--- config.mk ---
export PLATFORM = sky130hd
export DESIGN_NAME = dmacs_top
export DESIGN_NICKNAME = d
export VERILOG_FILES = /design/src/common/dmacs_pkg.sv /design/src/hw/dmacs_flag.sv /design/src/hw/dmacs_chan.sv /design/src/hw/dmacs_top.sv
export VERILOG_INCLUDE_DIRS = /design/src /design/src/common
export SDC_FILE = /design/constraint.sdc
export NUM_CORES = 1
export LEC_CHECK = 0
export ABC_AREA = 1
export ABC_CLOCK_PERIOD_IN_PS = 4300
export BUFFER_PORTS_ARGS = -buffer_cell sky130_fd_sc_hd__buf_4
export CORE_MARGIN = 2
export CORE_UTILIZATION = 65
export CTS_BUF_LIST = sky130_fd_sc_hd__clkbuf_4
export DETAILED_ROUTE_END_ITERATION = 16
export PLACE_DENSITY = 0.95
export SYNTH_ARGS = -nofsm -noshare
export SYNTH_HDL_FRONTEND = slang
export SYNTH_SLANG_ARGS = --single-unit
--- constraint.sdc ---
create_clock -name clk -period 4.3 [get_ports clk]
set_input_delay 0.86 -clock clk [delete_from_list [all_inputs] [get_ports clk]]
set_output_delay 0.86 -clock clk [all_outputs]
set_load 0.03 [all_outputs]
--- src/common/dmacs_consts.svh ---
`ifndef DMACS_CONSTS_SVH
`define DMACS_CONSTS_SVH

// ----------------------------------------
// Register map
// ----------------------------------------
`define DMACS_NCHAN        8
`define DMACS_CH_LSB       4
`define DMACS_OFS_PAD      4'h0
`define DMACS_OFS_CNT      4'h4
`define DMACS_OFS_CTL      4'h8
`define DMACS_ADDR_STAT    8'h80
`define DMACS_ADDR_MASK    8'h84

// ----------------------------------------
// Fields and reset values
// ----------------------------------------
`define DMACS_CNT_W        10
`define DMACS_PW_LSB       8
`define DMACS_XW_LSB       0
`define DMACS_CTL_EN_BIT   0
`define DMACS_PAD_RST      16'h0000
`define DMACS_CNT_RST      10'h000
`define DMACS_MASK_RST     16'h0000
`define DMACS_RDATA_RST    32'h0000_0000

`endif

--- src/common/dmacs_pkg.sv ---
package dmacs_pkg;

  // ----------------------------------------
  // Types
  // ----------------------------------------
  typedef enum logic {
    BUS_IDLE = 1'b0,
    BUS_ACK  = 1'b1
  } dmacs_bus_st_t;

  typedef logic [15:0] dmacs_word_t;

endpackage

--- src/hw/dmacs_flag.sv ---
`timescale 1ns/10ps
`include "dmacs_consts.svh"

module dmacs_flag (
  // Clock and reset
  input  wire logic clk,
  input  wire logic nrst,
  // Hardware set, software clear
  input  wire logic set,
  input  wire logic clr,
  output logic      flag
);

  logic flag_ff;
  logic nxt_flag;

  // ----------------------------------------
  // Sticky flag
  // ----------------------------------------
  // Set beats clear so an event in the clearing cycle is kept
  always_comb begin
    nxt_flag = flag_ff;
    if (clr) begin
      nxt_flag = 1'b0;
    end
    if (set) begin
      nxt_flag = 1'b1;
    end
  end

  always_ff @(posedge clk or negedge nrst) begin
    if (!nrst) begin
      flag_ff <= 1'b0;
    end else begin
      flag_ff <= nxt_flag;
    end
  end

  assign flag = flag_ff;
endmodule // dmacs_flag

--- src/hw/dmacs_chan.sv ---
`timescale 1ns/10ps
`include "dmacs_consts.svh"

module dmacs_chan #(
  parameter int CNT_W = `DMACS_CNT_W
) (
  // Clock and reset
  input  wire logic             clk,
  input  wire logic             nrst,
  // Software control
  input  wire logic             start,
  input  wire logic             abort,
  input  wire logic [CNT_W-1:0] cnt,
  // Request and transfer strobe
  input  wire logic             req,
  output logic                  active,
  output logic                  xfer
);

  logic             active_ff;
  logic             xfer_ff;
  logic [CNT_W-1:0] rem_ff;
  logic             nxt_active;
  logic             nxt_xfer;
  logic [CNT_W-1:0] nxt_rem;

  // ----------------------------------------
  // Transfer sequencing
  // ----------------------------------------
  always_comb begin
    nxt_active = active_ff;
    nxt_rem    = rem_ff;
    nxt_xfer   = 1'b0;
    if (abort) begin
      nxt_active = 1'b0;
    end else if (start && !active_ff) begin
      nxt_active = 1'b1;
      nxt_rem    = cnt;
    end else if (active_ff && req) begin
      nxt_xfer = 1'b1;
      if (rem_ff == '0) begin
        nxt_active = 1'b0;
      end else begin
        nxt_rem = rem_ff - 1'b1;
      end
    end
  end

  always_ff @(posedge clk or negedge nrst) begin
    if (!nrst) begin
      active_ff <= 1'b0;
      xfer_ff   <= 1'b0;
      rem_ff    <= '0;
    end else begin
      active_ff <= nxt_active;
      xfer_ff   <= nxt_xfer;
      rem_ff    <= nxt_rem;
    end
  end

  assign active = active_ff;
  assign xfer   = xfer_ff;

  // ----------------------------------------
  // Checks
  // ----------------------------------------
  logic [CNT_W:0] seen_ff;
  logic [CNT_W:0] load_ff;

  always_ff @(posedge clk or negedge nrst) begin
    if (!nrst) begin
      seen_ff <= '0;
      load_ff <= '0;
    end else if (start && !active_ff && !abort) begin
      seen_ff <= '0;
      load_ff <= {1'b0, cnt};
    end else if (xfer_ff) begin
      seen_ff <= seen_ff + 1'b1;
    end
  end
endmodule // dmacs_chan

--- src/hw/dmacs_top.sv ---
// The register addresses and the Avalon-MM register port were decided locally.
`timescale 1ns/10ps
`include "dmacs_consts.svh"

module dmacs_top #(
  parameter int NCH   = `DMACS_NCHAN,
  parameter int CNT_W = `DMACS_CNT_W
) (
  // Clock and reset
  input  wire logic              clk,
  input  wire logic              nrst,
  // Avalon-MM slave
  input  wire logic [7:0]        avs_address,
  input  wire logic              avs_read,
  input  wire logic              avs_write,
  input  wire logic [31:0]       avs_writedata,
  input  wire logic [3:0]        avs_byteenable,
  output logic      [31:0]       avs_readdata,
  output logic                   avs_waitrequest,
  // Channel requests and strobes
  input  wire logic [NCH-1:0]    dma_req,
  output logic      [NCH-1:0]    xfer_pulse,
  output logic      [NCH-1:0]    chan_active,
  // Peripheral write activity
  input  wire logic [NCH-1:0]    dma_per_wr,
  input  wire logic              cpu_per_wr,
  input  wire logic [15:0]       cpu_per_addr,
  // DMA RAM write activity
  input  wire logic [NCH-1:0]    dma_ram_wr,
  input  wire logic [NCH*16-1:0] dma_ram_addr,
  input  wire logic              cpu_ram_wr,
  input  wire logic [15:0]       cpu_ram_addr,
  // Interrupt
  output logic                   irq
);

  localparam int CHW = (NCH > 1) ? $clog2(NCH) : 1;

  // ----------------------------------------
  // Declarations
  // ----------------------------------------
  dmacs_pkg::dmacs_bus_st_t      state_ff;
  dmacs_pkg::dmacs_bus_st_t      nxt_state;
  logic                          wait_ff;
  logic                          nxt_wait;
  logic [31:0]                   rdata_ff;
  logic [31:0]                   nxt_rdata;
  logic [NCH-1:0][15:0]          pad_ff;
  logic [NCH-1:0][15:0]          nxt_pad;
  logic [NCH-1:0][CNT_W-1:0]     cnt_ff;
  logic [NCH-1:0][CNT_W-1:0]     nxt_cnt;
  logic [15:0]                   mask_ff;
  logic [15:0]                   nxt_mask;
  logic                          irq_ff;
  logic                          nxt_irq;
  logic [CHW-1:0]                ch_idx;
  logic                          in_chan;
  logic                          sel_pad;
  logic                          sel_cnt;
  logic                          sel_ctl;
  logic                          sel_stat;
  logic                          sel_mask;
  logic                          wr_go;
  logic [15:0]                   wr_mask;
  logic [15:0]                   rd_word;
  logic [15:0]                   stat_q;
  logic [15:0]                   stat_clr;
  logic [NCH-1:0]                pcoll;
  logic [NCH-1:0]                xcoll;
  logic [NCH-1:0]                ch_start;
  logic [NCH-1:0]                ch_abort;

  // ----------------------------------------
  // Address decode
  // ----------------------------------------
  assign ch_idx   = avs_address[`DMACS_CH_LSB +: CHW];
  assign in_chan  = !avs_address[7] && (32'(ch_idx) < NCH);
  assign sel_pad  = in_chan && (avs_address[3:0] == `DMACS_OFS_PAD);
  assign sel_cnt  = in_chan && (avs_address[3:0] == `DMACS_OFS_CNT);
  assign sel_ctl  = in_chan && (avs_address[3:0] == `DMACS_OFS_CTL);
  assign sel_stat = (avs_address == `DMACS_ADDR_STAT);
  assign sel_mask = (avs_address == `DMACS_ADDR_MASK);
  assign wr_go    = (state_ff == dmacs_pkg::BUS_ACK) && avs_write;
  assign wr_mask  = {{8{avs_byteenable[1]}}, {8{avs_byteenable[0]}}};

  // ----------------------------------------
  // Read mux
  // ----------------------------------------
  // Unmapped addresses read as zero and swallow writes
  always_comb begin
    rd_word = 16'h0000;
    if (sel_pad) begin
      rd_word = pad_ff[ch_idx];
    end else if (sel_cnt) begin
      rd_word = {{(16 - CNT_W){1'b0}}, cnt_ff[ch_idx]};
    end else if (sel_ctl) begin
      rd_word = {15'h0000, chan_active[ch_idx]};
    end else if (sel_stat) begin
      rd_word = stat_q;
    end else if (sel_mask) begin
      rd_word = mask_ff;
    end
  end

  // ----------------------------------------
  // Bus handshake
  // ----------------------------------------
  // One wait cycle per access keeps the read mux off the output path
  always_comb begin
    nxt_state = state_ff;
    nxt_wait  = wait_ff;
    nxt_rdata = rdata_ff;
    unique case (state_ff)
      dmacs_pkg::BUS_IDLE: begin
        if (avs_read || avs_write) begin
          nxt_state = dmacs_pkg::BUS_ACK;
          nxt_wait  = 1'b0;
          if (avs_read) begin
            nxt_rdata = {16'h0000, rd_word};
          end
        end
      end
      dmacs_pkg::BUS_ACK: begin
        nxt_state = dmacs_pkg::BUS_IDLE;
        nxt_wait  = 1'b1;
      end
    endcase
  end

  always_ff @(posedge clk or negedge nrst) begin
    if (!nrst) begin
      state_ff <= dmacs_pkg::BUS_IDLE;
      wait_ff  <= 1'b1;
      rdata_ff <= `DMACS_RDATA_RST;
    end else begin
      state_ff <= nxt_state;
      wait_ff  <= nxt_wait;
      rdata_ff <= nxt_rdata;
    end
  end

  assign avs_waitrequest = wait_ff;
  assign avs_readdata    = rdata_ff;

  // ----------------------------------------
  // Channel registers
  // ----------------------------------------
  // Writes while a channel runs are not blocked; software must avoid them
  always_comb begin
    nxt_pad  = pad_ff;
    nxt_cnt  = cnt_ff;
    nxt_mask = mask_ff;
    if (wr_go && sel_pad) begin
      nxt_pad[ch_idx] = (pad_ff[ch_idx] & ~wr_mask)
                      | (avs_writedata[15:0] & wr_mask);
    end
    if (wr_go && sel_cnt) begin
      nxt_cnt[ch_idx] = (cnt_ff[ch_idx] & ~wr_mask[CNT_W-1:0])
                      | (avs_writedata[CNT_W-1:0] & wr_mask[CNT_W-1:0]);
    end
    if (wr_go && sel_mask) begin
      nxt_mask = (mask_ff & ~wr_mask) | (avs_writedata[15:0] & wr_mask);
    end
  end

  always_ff @(posedge clk or negedge nrst) begin
    if (!nrst) begin
      for (int n = 0; n < NCH; n++) begin
        pad_ff[n] <= `DMACS_PAD_RST;
        cnt_ff[n] <= `DMACS_CNT_RST;
      end
      mask_ff <= `DMACS_MASK_RST;
    end else begin
      pad_ff  <= nxt_pad;
      cnt_ff  <= nxt_cnt;
      mask_ff <= nxt_mask;
    end
  end

  // ----------------------------------------
  // Channel control
  // ----------------------------------------
  always_comb begin
    ch_start = '0;
    ch_abort = '0;
    if (wr_go && sel_ctl && avs_byteenable[0]) begin
      ch_start[ch_idx] = avs_writedata[`DMACS_CTL_EN_BIT];
      ch_abort[ch_idx] = !avs_writedata[`DMACS_CTL_EN_BIT];
    end
  end

  genvar g;
  generate
    for (g = 0; g < NCH; g++) begin : g_chan
      dmacs_chan #(
        .CNT_W (CNT_W)
      ) u_chan (
        .clk    (clk),
        .nrst   (nrst),
        .start  (ch_start[g]),
        .abort  (ch_abort[g]),
        .cnt    (cnt_ff[g]),
        .req    (dma_req[g]),
        .active (chan_active[g]),
        .xfer   (xfer_pulse[g])
      );
    end
  endgenerate

  // ----------------------------------------
  // Collision detection
  // ----------------------------------------
  // Only exact same-cycle writes to one location count as a collision
  always_comb begin
    stat_clr = '0;
    if (wr_go && sel_stat) begin
      stat_clr = avs_writedata[15:0] & wr_mask;
    end
    for (int n = 0; n < NCH; n++) begin
      pcoll[n] = dma_per_wr[n] && cpu_per_wr
              && (cpu_per_addr == pad_ff[n]);
      xcoll[n] = dma_ram_wr[n] && cpu_ram_wr
              && (cpu_ram_addr == dma_ram_addr[n*16 +: 16]);
    end
  end

  generate
    for (g = 0; g < NCH; g++) begin : g_flag
      dmacs_flag u_pw (
        .clk  (clk),
        .nrst (nrst),
        .set  (pcoll[g]),
        .clr  (stat_clr[`DMACS_PW_LSB + g]),
        .flag (stat_q[`DMACS_PW_LSB + g])
      );
      dmacs_flag u_xw (
        .clk  (clk),
        .nrst (nrst),
        .set  (xcoll[g]),
        .clr  (stat_clr[`DMACS_XW_LSB + g]),
        .flag (stat_q[`DMACS_XW_LSB + g])
      );
    end
    if (NCH < 8) begin : g_pad
      assign stat_q[`DMACS_PW_LSB + 7 : `DMACS_PW_LSB + NCH] = '0;
      assign stat_q[`DMACS_XW_LSB + 7 : `DMACS_XW_LSB + NCH] = '0;
    end
  endgenerate

  // ----------------------------------------
  // Interrupt
  // ----------------------------------------
  assign nxt_irq = |(stat_q & mask_ff);

  always_ff @(posedge clk or negedge nrst) begin
    if (!nrst) begin
      irq_ff <= 1'b0;
    end else begin
      irq_ff <= nxt_irq;
    end
  end

  assign irq = irq_ff;
endmodule // dmacs_top

**After elaboration in Yosys (flattened, before gate mapping)**

Index checks and enable logic that the tools add are counted.

- Reduce and logical (&&, ||, !) cells: 137
- Bitwise logic cells: 22
- $lt $le $gt $ge: 2
- Add/sub/neg operators: 8
- Equal/unequal tests: 29
- Muxes and demuxes: 138

Operators by type and width:

| cell | count |
|---|---|
| $mux W10 | 26 |
| $eq A16 B16 Y1 | 16 |
| $bwmux W128 | 1 |
| $mux W16 | 8 |
| $mux W1 | 92 |
| $bwmux W80 | 1 |
| $logic_not A10 Y1 | 8 |
| $sub A10 B1 Y10 const B | 8 |
| $and A16 B16 Y16 | 4 |
| $logic_and A1 B1 Y1 | 59 |
| $bmux W16 S3 | 1 |
| $demux W16 S3 | 1 |
| $reduce_bool A2 Y1 | 24 |
| $reduce_bool A3 Y1 | 16 |
| $or A16 B16 Y16 | 2 |
| $bmux W10 S3 | 1 |
| $demux W10 S3 | 1 |
| $reduce_and A3 Y1 | 9 |
| $and A10 B10 Y10 | 2 |
| $ne A2 B2 Y1 const B | 9 |
| $and A8 B8 Y8 | 2 |
| $eq A8 B8 Y1 const B | 2 |
| $mux W8 | 2 |
| $not A16 Y16 | 1 |
| other kinds (15) | 40 |

- Register bits: 355
- Word-level logic and storage cells: 397
- Output and inout port bits: 50
- Bits of input ports: 234

**Depth between registers and ports, before layout**

Gate-level depths: netlist (run 1).

- Depth in word-level cells: 9
- Gate-level depth with buffers: 14
- Mapped depth without buffers: 11

**By module**

Synthesis (run 1) repeated with hierarchy kept, for this count alone.

- Cell total of the unflattened synthesis: 3496
- Area total of the unflattened synthesis: 23606.4 sq um

By module, submodules not included:

| module | seq. area each (sq um) | cells each | times used | area each (sq um) |
|---|---|---|---|---|
| dmacs_top | 6082.1 | 2416 | 1 | 15999.1 |
| dmacs_chan | 300.3 | 125 | 8 | 870.8 |
| dmacs_flag | 25.0 | 5 | 16 | 40.0 |

**Worst setup path before layout (run 1)**

No wires, ideal clock.

- Path type: input to register
- From: in avs_address[6]
- To: reg g_flag[4].u_pw.flag_ff
- Data arrival time: 2.103 ns
- Required time: 4.179 ns
- Setup slack: 2.076 ns
- Buffers on the path: 2
- Stages on the path: 10
- Path through: buf_2 nor2_1 nand2_4 nor2_4 nand2_2 nor2_1 inv_2 buf_2 o21ai_0 nand2_1

- Cells in the longest elaborated chain, start to end: 4

RTL lines:

| item | line | RTL |
|---|---|---|
| from (decl) | dmacs_top.sv:13 | `input wire logic [7:0] avs_address,` |
| $eq A8 B8 Y1 (no line) | - |  |
| $logic_and A1 B1 Y1 | dmacs_top.sv:216 | `if (wr_go && sel_stat) begin` |
| $mux W16 | dmacs_top.sv:216 |  |
| $reduce_bool A2 Y1 (no line) | - |  |
| to (signal assigned) | dmacs_flag.sv:35 | `flag_ff <= nxt_flag;` |
| to (decl) | dmacs_flag.sv:14 | `logic flag_ff;` |

No other way between the ends.
A chain may end at the register's enable or synchronous reset.

**Final worst setup path (run 1)**

- From: in avs_address[4]
- To: reg pad_ff[35] (netlist bit)

- Cells in the longest elaborated chain, start to end: 5
- Elaborated cells between the ends (all ways): 10
- Classes of those cells: 2 x order compare; 5 x mux; 2 x bitwise; 1 x reduce/logical

RTL lines:

| item | line | RTL |
|---|---|---|
| $lt A3 B4 Y1 (implied by the code), or another cell as far along | dmacs_top.sv:154 | `nxt_pad[ch_idx] = (pad_ff[ch_idx] & ~wr_mask)` |
| $logic_and A1 B1 Y1 (implied by the code) or $mux W16 (tied branches) | dmacs_top.sv:154 |  |
| $mux W16 (implied by the code) or $and A16 B16 Y16 (tied branches) | dmacs_top.sv:154 |  |
| $demux W16 S3 or $or A16 B16 Y16 (tied branches) | dmacs_top.sv:154, dmacs_top.sv:155 |  |
| $bwmux W128 * | dmacs_top.sv:154 |  |
| to (signal, indexed assignment) | dmacs_top.sv:169 | `` pad_ff[n] <= `DMACS_PAD_RST; `` |
| to (signal assigned) | dmacs_top.sv:174 | `pad_ff <= nxt_pad;` |
| to (decl) | dmacs_top.sv:48 | `logic [NCH-1:0][15:0] pad_ff;` |

Every way passes the cells marked *; elsewhere a longest branch is shown, timed or not. The select of a mux whose other input is x is not followed.

==> results of run 1 <==
==> synthesized netlist by cell type (all sizes together) <==
cell,n,area [um2]
or3,1,6.26
clkinv,7,26.3
o21a,1,7.51
o21bai,1,7.51
nand3b,13,101
a221oi,2,17.5
inv,258,968
a21oi,27,135
o31ai,10,75.1
a31oi,33,206
o221ai,5,43.8
nand4,40,250
nand3,217,1110
o22ai,43,269
nor3b,1,7.51
conb,1,3.75
ha,8,100
o211ai,10,75.1
xnor2,76,666
a21boi,8,63.8
clkbuf,73,274
dfstp,1,26.3
nor4,8,50.1
buf,99,586
dfrtp,354,8860
nor2,189,746
xor2,71,622
nand2,1260,4760
or2,16,100
nor3,35,243
a22o,3,26.3
and3,2,12.5
a211oi,5,37.5
o2111ai,19,166
o21ai,329,1650
==> cell families after synthesis <==
logic type,after synthesis
XOR/XNOR,147
AO/OA/AOI/OAI,496
buffers and inverters,437
AND/OR/NAND/NOR,1782
adder cells (fa/ha/maj),8
flip-flops,355
other,1
==> worst max-delay path, stage by stage <==
cell and delay [ps]:
buf_4 490, buf_4 640, o21ai_0 200, nand2_1 90
nand2_1 80, nand2_1 70, nand2_1 110, a21oi_1 720
o21ai_0 180
==> power groups by stage <==
stage	combinational, mW	sequential (mW)	clock (mW)
finish	1.26	3.53	3.09
global route	1.37	3.53	3.27
CTS	1.23	3.52	3.09
detailed placement	1.22	3.58	0
global placement	1.17	3.58	0
floorplan	0.704	3.57	0
==> worst max path at each step <==
stage	startpoint	slack, ps	end	depth (start not counted)
6_report	avs_address[4]	1470	pad_ff[35]	9
5_1_grt	avs_address[4]	1270	g_chan[3].u_chan.rem_ff[8]	10
4_1_cts	state_ff	1570	g_chan[0].u_chan.rem_ff[0]	7
3_5_place_dp	avs_address[4]	780	g_chan[3].u_chan.rem_ff[6]	10
3_3_place_gp	avs_address[4]	880	g_chan[3].u_chan.rem_ff[9]	10
2_1_floorplan	avs_address[6]	2080	g_flag[4].u_pw.flag	10
==> sequential cells by signal, indices dropped and copies added (netlist names), named ones only <==
signal and cells:
g_chan.u_chan.xfer 8, avs_waitrequest 1, g_chan.u_chan.rem_ff 80, g_flag.u_pw.flag 8, avs_readdata 16, cnt_ff 80, g_chan.u_chan.active 8, irq 1
g_flag.u_xw.flag 8, state_ff 1, pad_ff 128
==> layer usage <==
metal	wire (um)	share of wire [%]	vias up	global-route usage, %
met5	0	0	-	0
met4	6480	7.9	0	31.0
met3	9190	11	464	11.6
met2	36800	45	1743	70.9
met1	29300	36	11100	55.8
li1	-	-	10900	-
==> final cells by class <==
| cell class | instances | area (um2) |
|---|---|---|
| clock inverter | 24 | 146 |
| fill | 2546 | 8120 |
| multi-input combinational | 2449 | 11600 |
| antenna | 3 | 7.51 |
| tap | 448 | 561 |
| clock buffer | 142 | 1070 |
| timing repair buffer | 289 | 2210 |
| sequential | 355 | 8880 |
| inverter | 265 | 995 |
==> through the flow <==
step | setup slack (ps) | std cells | hold slack [ps] | power [mW] | area, um2
finish | 1470 | 3975 | 17.2 | 7.88 | 25500
global route | 1270 | 3974 | 38.2 | 8.17 | 25500
CTS | 1570 | 3972 | 29.9 | 7.84 | 25500
detailed placement | 779 | 3806 | 467 | 4.80 | 24300
global placement | 876 | 3806 | 448 | 4.75 | 24300
floorplan | 2080 | 3241 | 442 | 4.27 | 22400
==> flow_metrics.py, run 1 <==
metrics = {
    "outcome": {
        "outcome": "finished, final reports clean",
    },
    "worst_setup_path": {
        "critical_path_class": "input pin to flip-flop",
        "critPathLaunchType": "input pin",
        "path_max_fanout": 68,
        "cp.arrival_ps": 3490,
        "required_ps": 4960,
        "worstReg2RegStart": "state_ff",
        "crit_path_end_kind": "flip-flop",
        "r2r_end": "g_chan[0].u_chan.rem_ff[0]",
        "rrSetupSlack_ps": 1490,
        "r2r_cells": 7,
    },
    "routing": {
        "dr.pass1.iters": 7,
        "drc_errors": 0,
        "drtIter0Drc": 3073,
        "viasPerCell": 6.10,
        "ant_nets": 0,
        "vias": 24200,
        "routed_wl_mm": 81.8,
        "wl_per_cell_um": 20.6,
    },
    "power_and_ir_drop": {
        "switchingPower_mw": 2.38,
        "ir_drop_mv": 0.267,
        "internal_power_mw": 5.50,
        "p_clk_share_pct": 39.2,
        "pwr-share-seq_pct": 44.8,
        "comb_power_share_pct": 16.0,
        "p_per_area_nw_per_um2": 309,
        "p_leak_nw": 13.2,
        "swShare_pct": 30.2,
    },
    "synthesis": {
        "synth_compound_area_share_pct": 12.5,
        "synth_top_family_by_area": "simple AND/OR/NAND/NOR gates",
        "seq_area_frac_synth_pct": 39.9,
        "synth_xor_area_share_pct": 5.77,
        "syn_area_per_cell_um2": 6.91,
        "synth.cell_area_um2": 22300,
        "synthAdderAreaFrac_pct": 0.449,
        "post_synth_and_or_nand_nor_area_fraction_pct": 33.1,
        "synth_cell_types": 52,
        "syn_inst": 3226,
        "synth-seq-cells": 355,
        "synthMuxAreaShare_pct": 0,
        "yosysWarnings": 0,
    },
    "sta": {
        "skew_ps": 43.8,
        "rsz0062_at_grt": "no",
        "hold_violations": 0,
        "worstMarginPinSlew_ps": 1030,
        "fin_crit_ps": 2830,
        "slew_headroom_pct": 31.1,
        "tns_ps": 0,
        "slew_viol_final": 0,
        "min_period_over_period_pct": 65.7,
        "fmax_ghz": 0.354,
        "setup-violations-final": 0,
    },
    "floorplanning": {
        "initial_utilization_pct": 66.3,
        "die_h_um": 189,
        "ios": 284,
        "rows": 67,
        "dieArea_um2": 35800,
        "core_area_um2": 33600,
        "fp.dieW_um": 189,
    },
    "placed_design": {
        "dp_hpwl_mm": 59.8,
        "numPortBuffers": 249,
        "routabilityCongestion": 1.06,
    },
    "clocking": {
        "insertion_delay_ps": 850,
        "path_clk_slew_ps": 60,
        "postCtsSetupBuffers": 0,
        "htreeDepth": 3,
        "cts_buffer_depth": 3,
        "cts_buffers": 96,
        "postCtsHoldBufs": 0,
        "clock-sinks": 355,
        "root_buffer": "clkbuf_4",
        "cts_tree": "yes",
        "cts_resized": 0,
    },
    "hold_path": {
        "hp-class": "input pin to async pin",
    },
    "grt": {
        "grt_pass1_wl_mm": 126,
        "grt.overflow.total": 0,
        "grt_max_degree": 97,
        "grt_pass1_vias": 23300,
        "antenna_found_initial": 2,
        "grt_usage_pct": 45.5,
    },
    "layout": {
        "layout_common_cells": "nand2_1 (1,253), dfrtp_1 (354), o21ai_0 (296)",
        "drive_above_1_share_pct": 14.2,
        "layout_commonest_cell": "nand2_1",
        "nNetsFinal": 3698,
        "area_delta_synth_final_pct": 14.3,
        "post-route-util_pct": 75.8,
    },
    "flow_run": {
        "cap_violations": 0,
    },
}
No activity file was read; power rests on OpenSTA's default activity.
==> run 2, diff against run 1 <==
- ABC_AREA: 1 -> 0
- ABC_CLOCK_PERIOD_IN_PS: 4300 -> 2700
- CORE_UTILIZATION: 65 -> 60
- PLACE_DENSITY: 0.95 -> 0.91
- clock period: 4.3 -> 2.7 ns (I/O delays scaled with it)
==> run 2 against run 1 <==
  * Clock skew is 31 ps higher
  * Core utilization shrank 2.4 points
  * Critical endpoint is now g_chan[0].u_chan.rem_ff[4]
  * Sequential share of layout area rose by 1.3 points
  * Largest power group unchanged
  * Highest routed layer is now met5
==> flow_metrics.py, run 2 <==
metrics = {
    "sta": {
        "slew_headroom_pct": 35.0,
        "hold_ws_ps": 59.1,
        "hold_violations": 0,
        "postLayoutSetupSlackWorst_ps": 243,
        "fin_crit_ps": 2460,
        "fmax_ghz": 0.407,
        "rsz0062_at_grt": "no",
        "worstMarginPinSlew_ps": 964,
        "setup-violations-final": 0,
        "tns_ps": 0,
        "slew_viol_final": 0,
        "min_period_over_period_pct": 91.0,
        "skew_ps": 74.8,
    },
    "synthesis": {
        "synthTopCellsByArea": "dfrtp_1 (44%), xor2_1 (11%), nand2_1 (7.2%)",
        "yosysMostFrequentCell": "nand2_1",
        "syn_inst": 2244,
        "yosysWarnings": 0,
        "synth_commonest_cells": "nand2_1 (389), dfrtp_1 (354), o21ai_0 (273)",
        "synth_top_cell_area_share_pct": 43.5,
        "async_flop_share_pct": 100,
        "synth_top_flop_cell": "dfrtp_1",
        "seq_area_frac_synth_pct": 43.6,
        "yosysTopAreaCell": "dfrtp_1",
        "synth-seq-cells": 355,
        "synth_edf_count": 0,
        "synth_cell_types": 77,
        "syn_area_per_cell_um2": 9.07,
        "synth.cell_area_um2": 20400,
    },
    "routing": {
        "dr.pass1.iters": 6,
        "routed_wl_mm": 79.0,
        "drtIter0Drc": 2893,
        "wl_per_cell_um": 25.5,
        "ant_nets": 0,
        "vias": 20100,
        "viasPerCell": 6.48,
        "drc_errors": 0,
    },
    "worst_setup_path": {
        "rrSetupSlack_ps": 240,
        "cp-endpoint": "g_chan[0].u_chan.rem_ff[4]",
        "cp.arrival_ps": 3050,
        "critPathLaunchType": "flip-flop",
        "worstReg2RegStart": "g_chan[0].u_chan.rem_ff[0]",
        "critical_path.startpoint": "g_chan[0].u_chan.rem_ff[0]",
        "r2r_end": "g_chan[0].u_chan.rem_ff[4]",
        "crit_path_end_kind": "flip-flop",
        "path_max_fanout": 7,
        "critical_path_class": "flip-flop to flip-flop",
        "r2r_cells": 8,
        "required_ps": 3290,
    },
    "power_and_ir_drop": {
        "p_clk_share_pct": 36.4,
        "p_leak_nw": 11.6,
        "internal_power_mw": 8.58,
        "switchingPower_mw": 3.71,
        "p_per_area_nw_per_um2": 500,
        "pwr-share-seq_pct": 46.8,
        "finalPower_mw": 12.3,
        "comb_power_share_pct": 16.8,
        "ir_drop_mv": 0.359,
        "swShare_pct": 30.2,
    },
    "flow_run": {
        "cap_violations": 0,
    },
    "clocking": {
        "cts_buffers": 90,
        "cts_tree": "yes",
        "cts_buffer_depth": 3,
        "root_buffer": "clkbuf_4",
        "insertion_delay_ps": 790,
        "postCtsSetupBuffers": 0,
        "htreeDepth": 3,
        "clock-sinks": 355,
        "path_clk_slew_ps": 60,
    },
    "grt": {
        "grt_util_met2_pct": 67.3,
        "grt_usage_pct": 44.5,
        "gr-usage-met3_pct": 9.18,
        "grt_pass1_vias": 19700,
        "grt_max_degree": 83,
        "grt_pass1_wl_mm": 119,
        "busiest_layer": "met2",
        "grt.overflow.total": 0,
        "antenna_found_initial": 2,
        "use_met1_pct": 60.6,
    },
    "layout": {
        "layout_common_cells": "buf_4 (394), nand2_1 (389), dfrtp_1 (354)",
        "layout_commonest_cell": "buf_4",
        "reg.largest.list": "pad_ff x128, cnt_ff x80, g_chan.u_chan.rem_ff x80",
        "post-route-util_pct": 73.5,
        "largest_reg_flops": 128,
        "drive_above_1_share_pct": 24.0,
        "area_delta_synth_final_pct": 20.7,
        "fin_area_um2": 24600,
        "nNetsFinal": 2838,
        "top_register": "pad_ff",
        "final_cell_count_no_fill": 3099,
    },
    "placed_design": {
        "dpl_cell_area_um2": 23500,
        "dp_hpwl_mm": 60.6,
        "placedCellCount": 2951,
        "place_ws_ps": -218,
        "routabilityCongestion": 1.02,
        "numPortBuffers": 249,
    },
    "floorplanning": {
        "initial_utilization_pct": 60.9,
        "rows": 67,
        "die_h_um": 188,
        "fp.dieW_um": 188,
        "ios": 284,
        "core_area_um2": 33400,
        "dieArea_um2": 35400,
    },
    "outcome": {
        "outcome": "finished, final reports clean",
    },
    "hold_path": {
        "worstHoldStart": "avs_writedata[11]",
        "hp-class": "input pin to flip-flop",
    },
}
run 2: cell count changes in the layout (fill, tap and decap cells not counted), moves of 25 or more:
cell     delta
nor2_1     -85
xor2_1    +174
a21oi_1    +25
inv_1     -202
xnor2_1    -51
nor4_1     +59
nand3_1   -154
o21ai_1    -25
buf_4     +109
a31oi_1    -25
nand2_1   -864
mux2_2     +39
run 2: logic make-up after synthesis:
kind of cell	Yosys count	synth area share, %
other	1	0.0184
flip-flops	355	43.6
buffers and inverters	206	4.55
AND/OR/NAND/NOR	802	18.7
multiplexers	77	5.13
adder cells (fa/ha/maj)	8	0.492
AO/OA/AOI/OAI	525	15.9
XOR/XNOR	270	11.6
run 2: what timing repair did:
action                                  CTS  global route
endpoints found under the setup margin    0             3
gates resized for setup                   0             1
hold buffers                              1             0
endpoints found under the hold margin    71             0
run 2: layout make-up:
| type | instances | area, um2 |
|---|---|---|
| multi-input combinational | 1698 | 10600 |
| inverter | 39 | 146 |
| antenna | 2 | 5.00 |
| fill | 2438 | 8870 |
| tap | 448 | 561 |
| clock buffer | 128 | 961 |
| timing repair buffer | 412 | 3300 |
| sequential | 355 | 8880 |
| clock inverter | 17 | 93.8 |
run 2: layer usage:
metal  up-vias  wire, um
met3       346      8170
met1      9689     30600
li1       8656         -
met2      1385     35400
met5         -        11
met4         2      4800
run 2: worst min-delay path by stage:
stage / cells after the start / slack (ps) / to
CTS: 2 / 20 / flip-flop
global placement: 2 / 480 / avs_readdata[8]
floorplan: 0 / 240 / async pin
detailed placement: 1 / 490 / avs_readdata[15]
finish: 2 / 60 / flip-flop
global route: 2 / 50 / flip-flop
run 2: critical path: stages (launching register included):
cell      delay (ps)
dfrtp_1          390
inv_1            140
ha_1             230
nor3b_1          480
and3_1           330
a211o_1          300
nand2_1          180
a21oi_1          200
a311oi_1          70
run 2: power by group through the flow:
stage / Combinational (mW) / Sequential (mW) / Clock, mW
floorplan: 0.945 / 5.84 / 0
global placement: 1.96 / 5.83 / 0
detailed placement: 2.01 / 5.84 / 0
CTS: 2.02 / 5.74 / 4.49
global route: 2.19 / 5.77 / 4.76
finish: 2.06 / 5.75 / 4.47
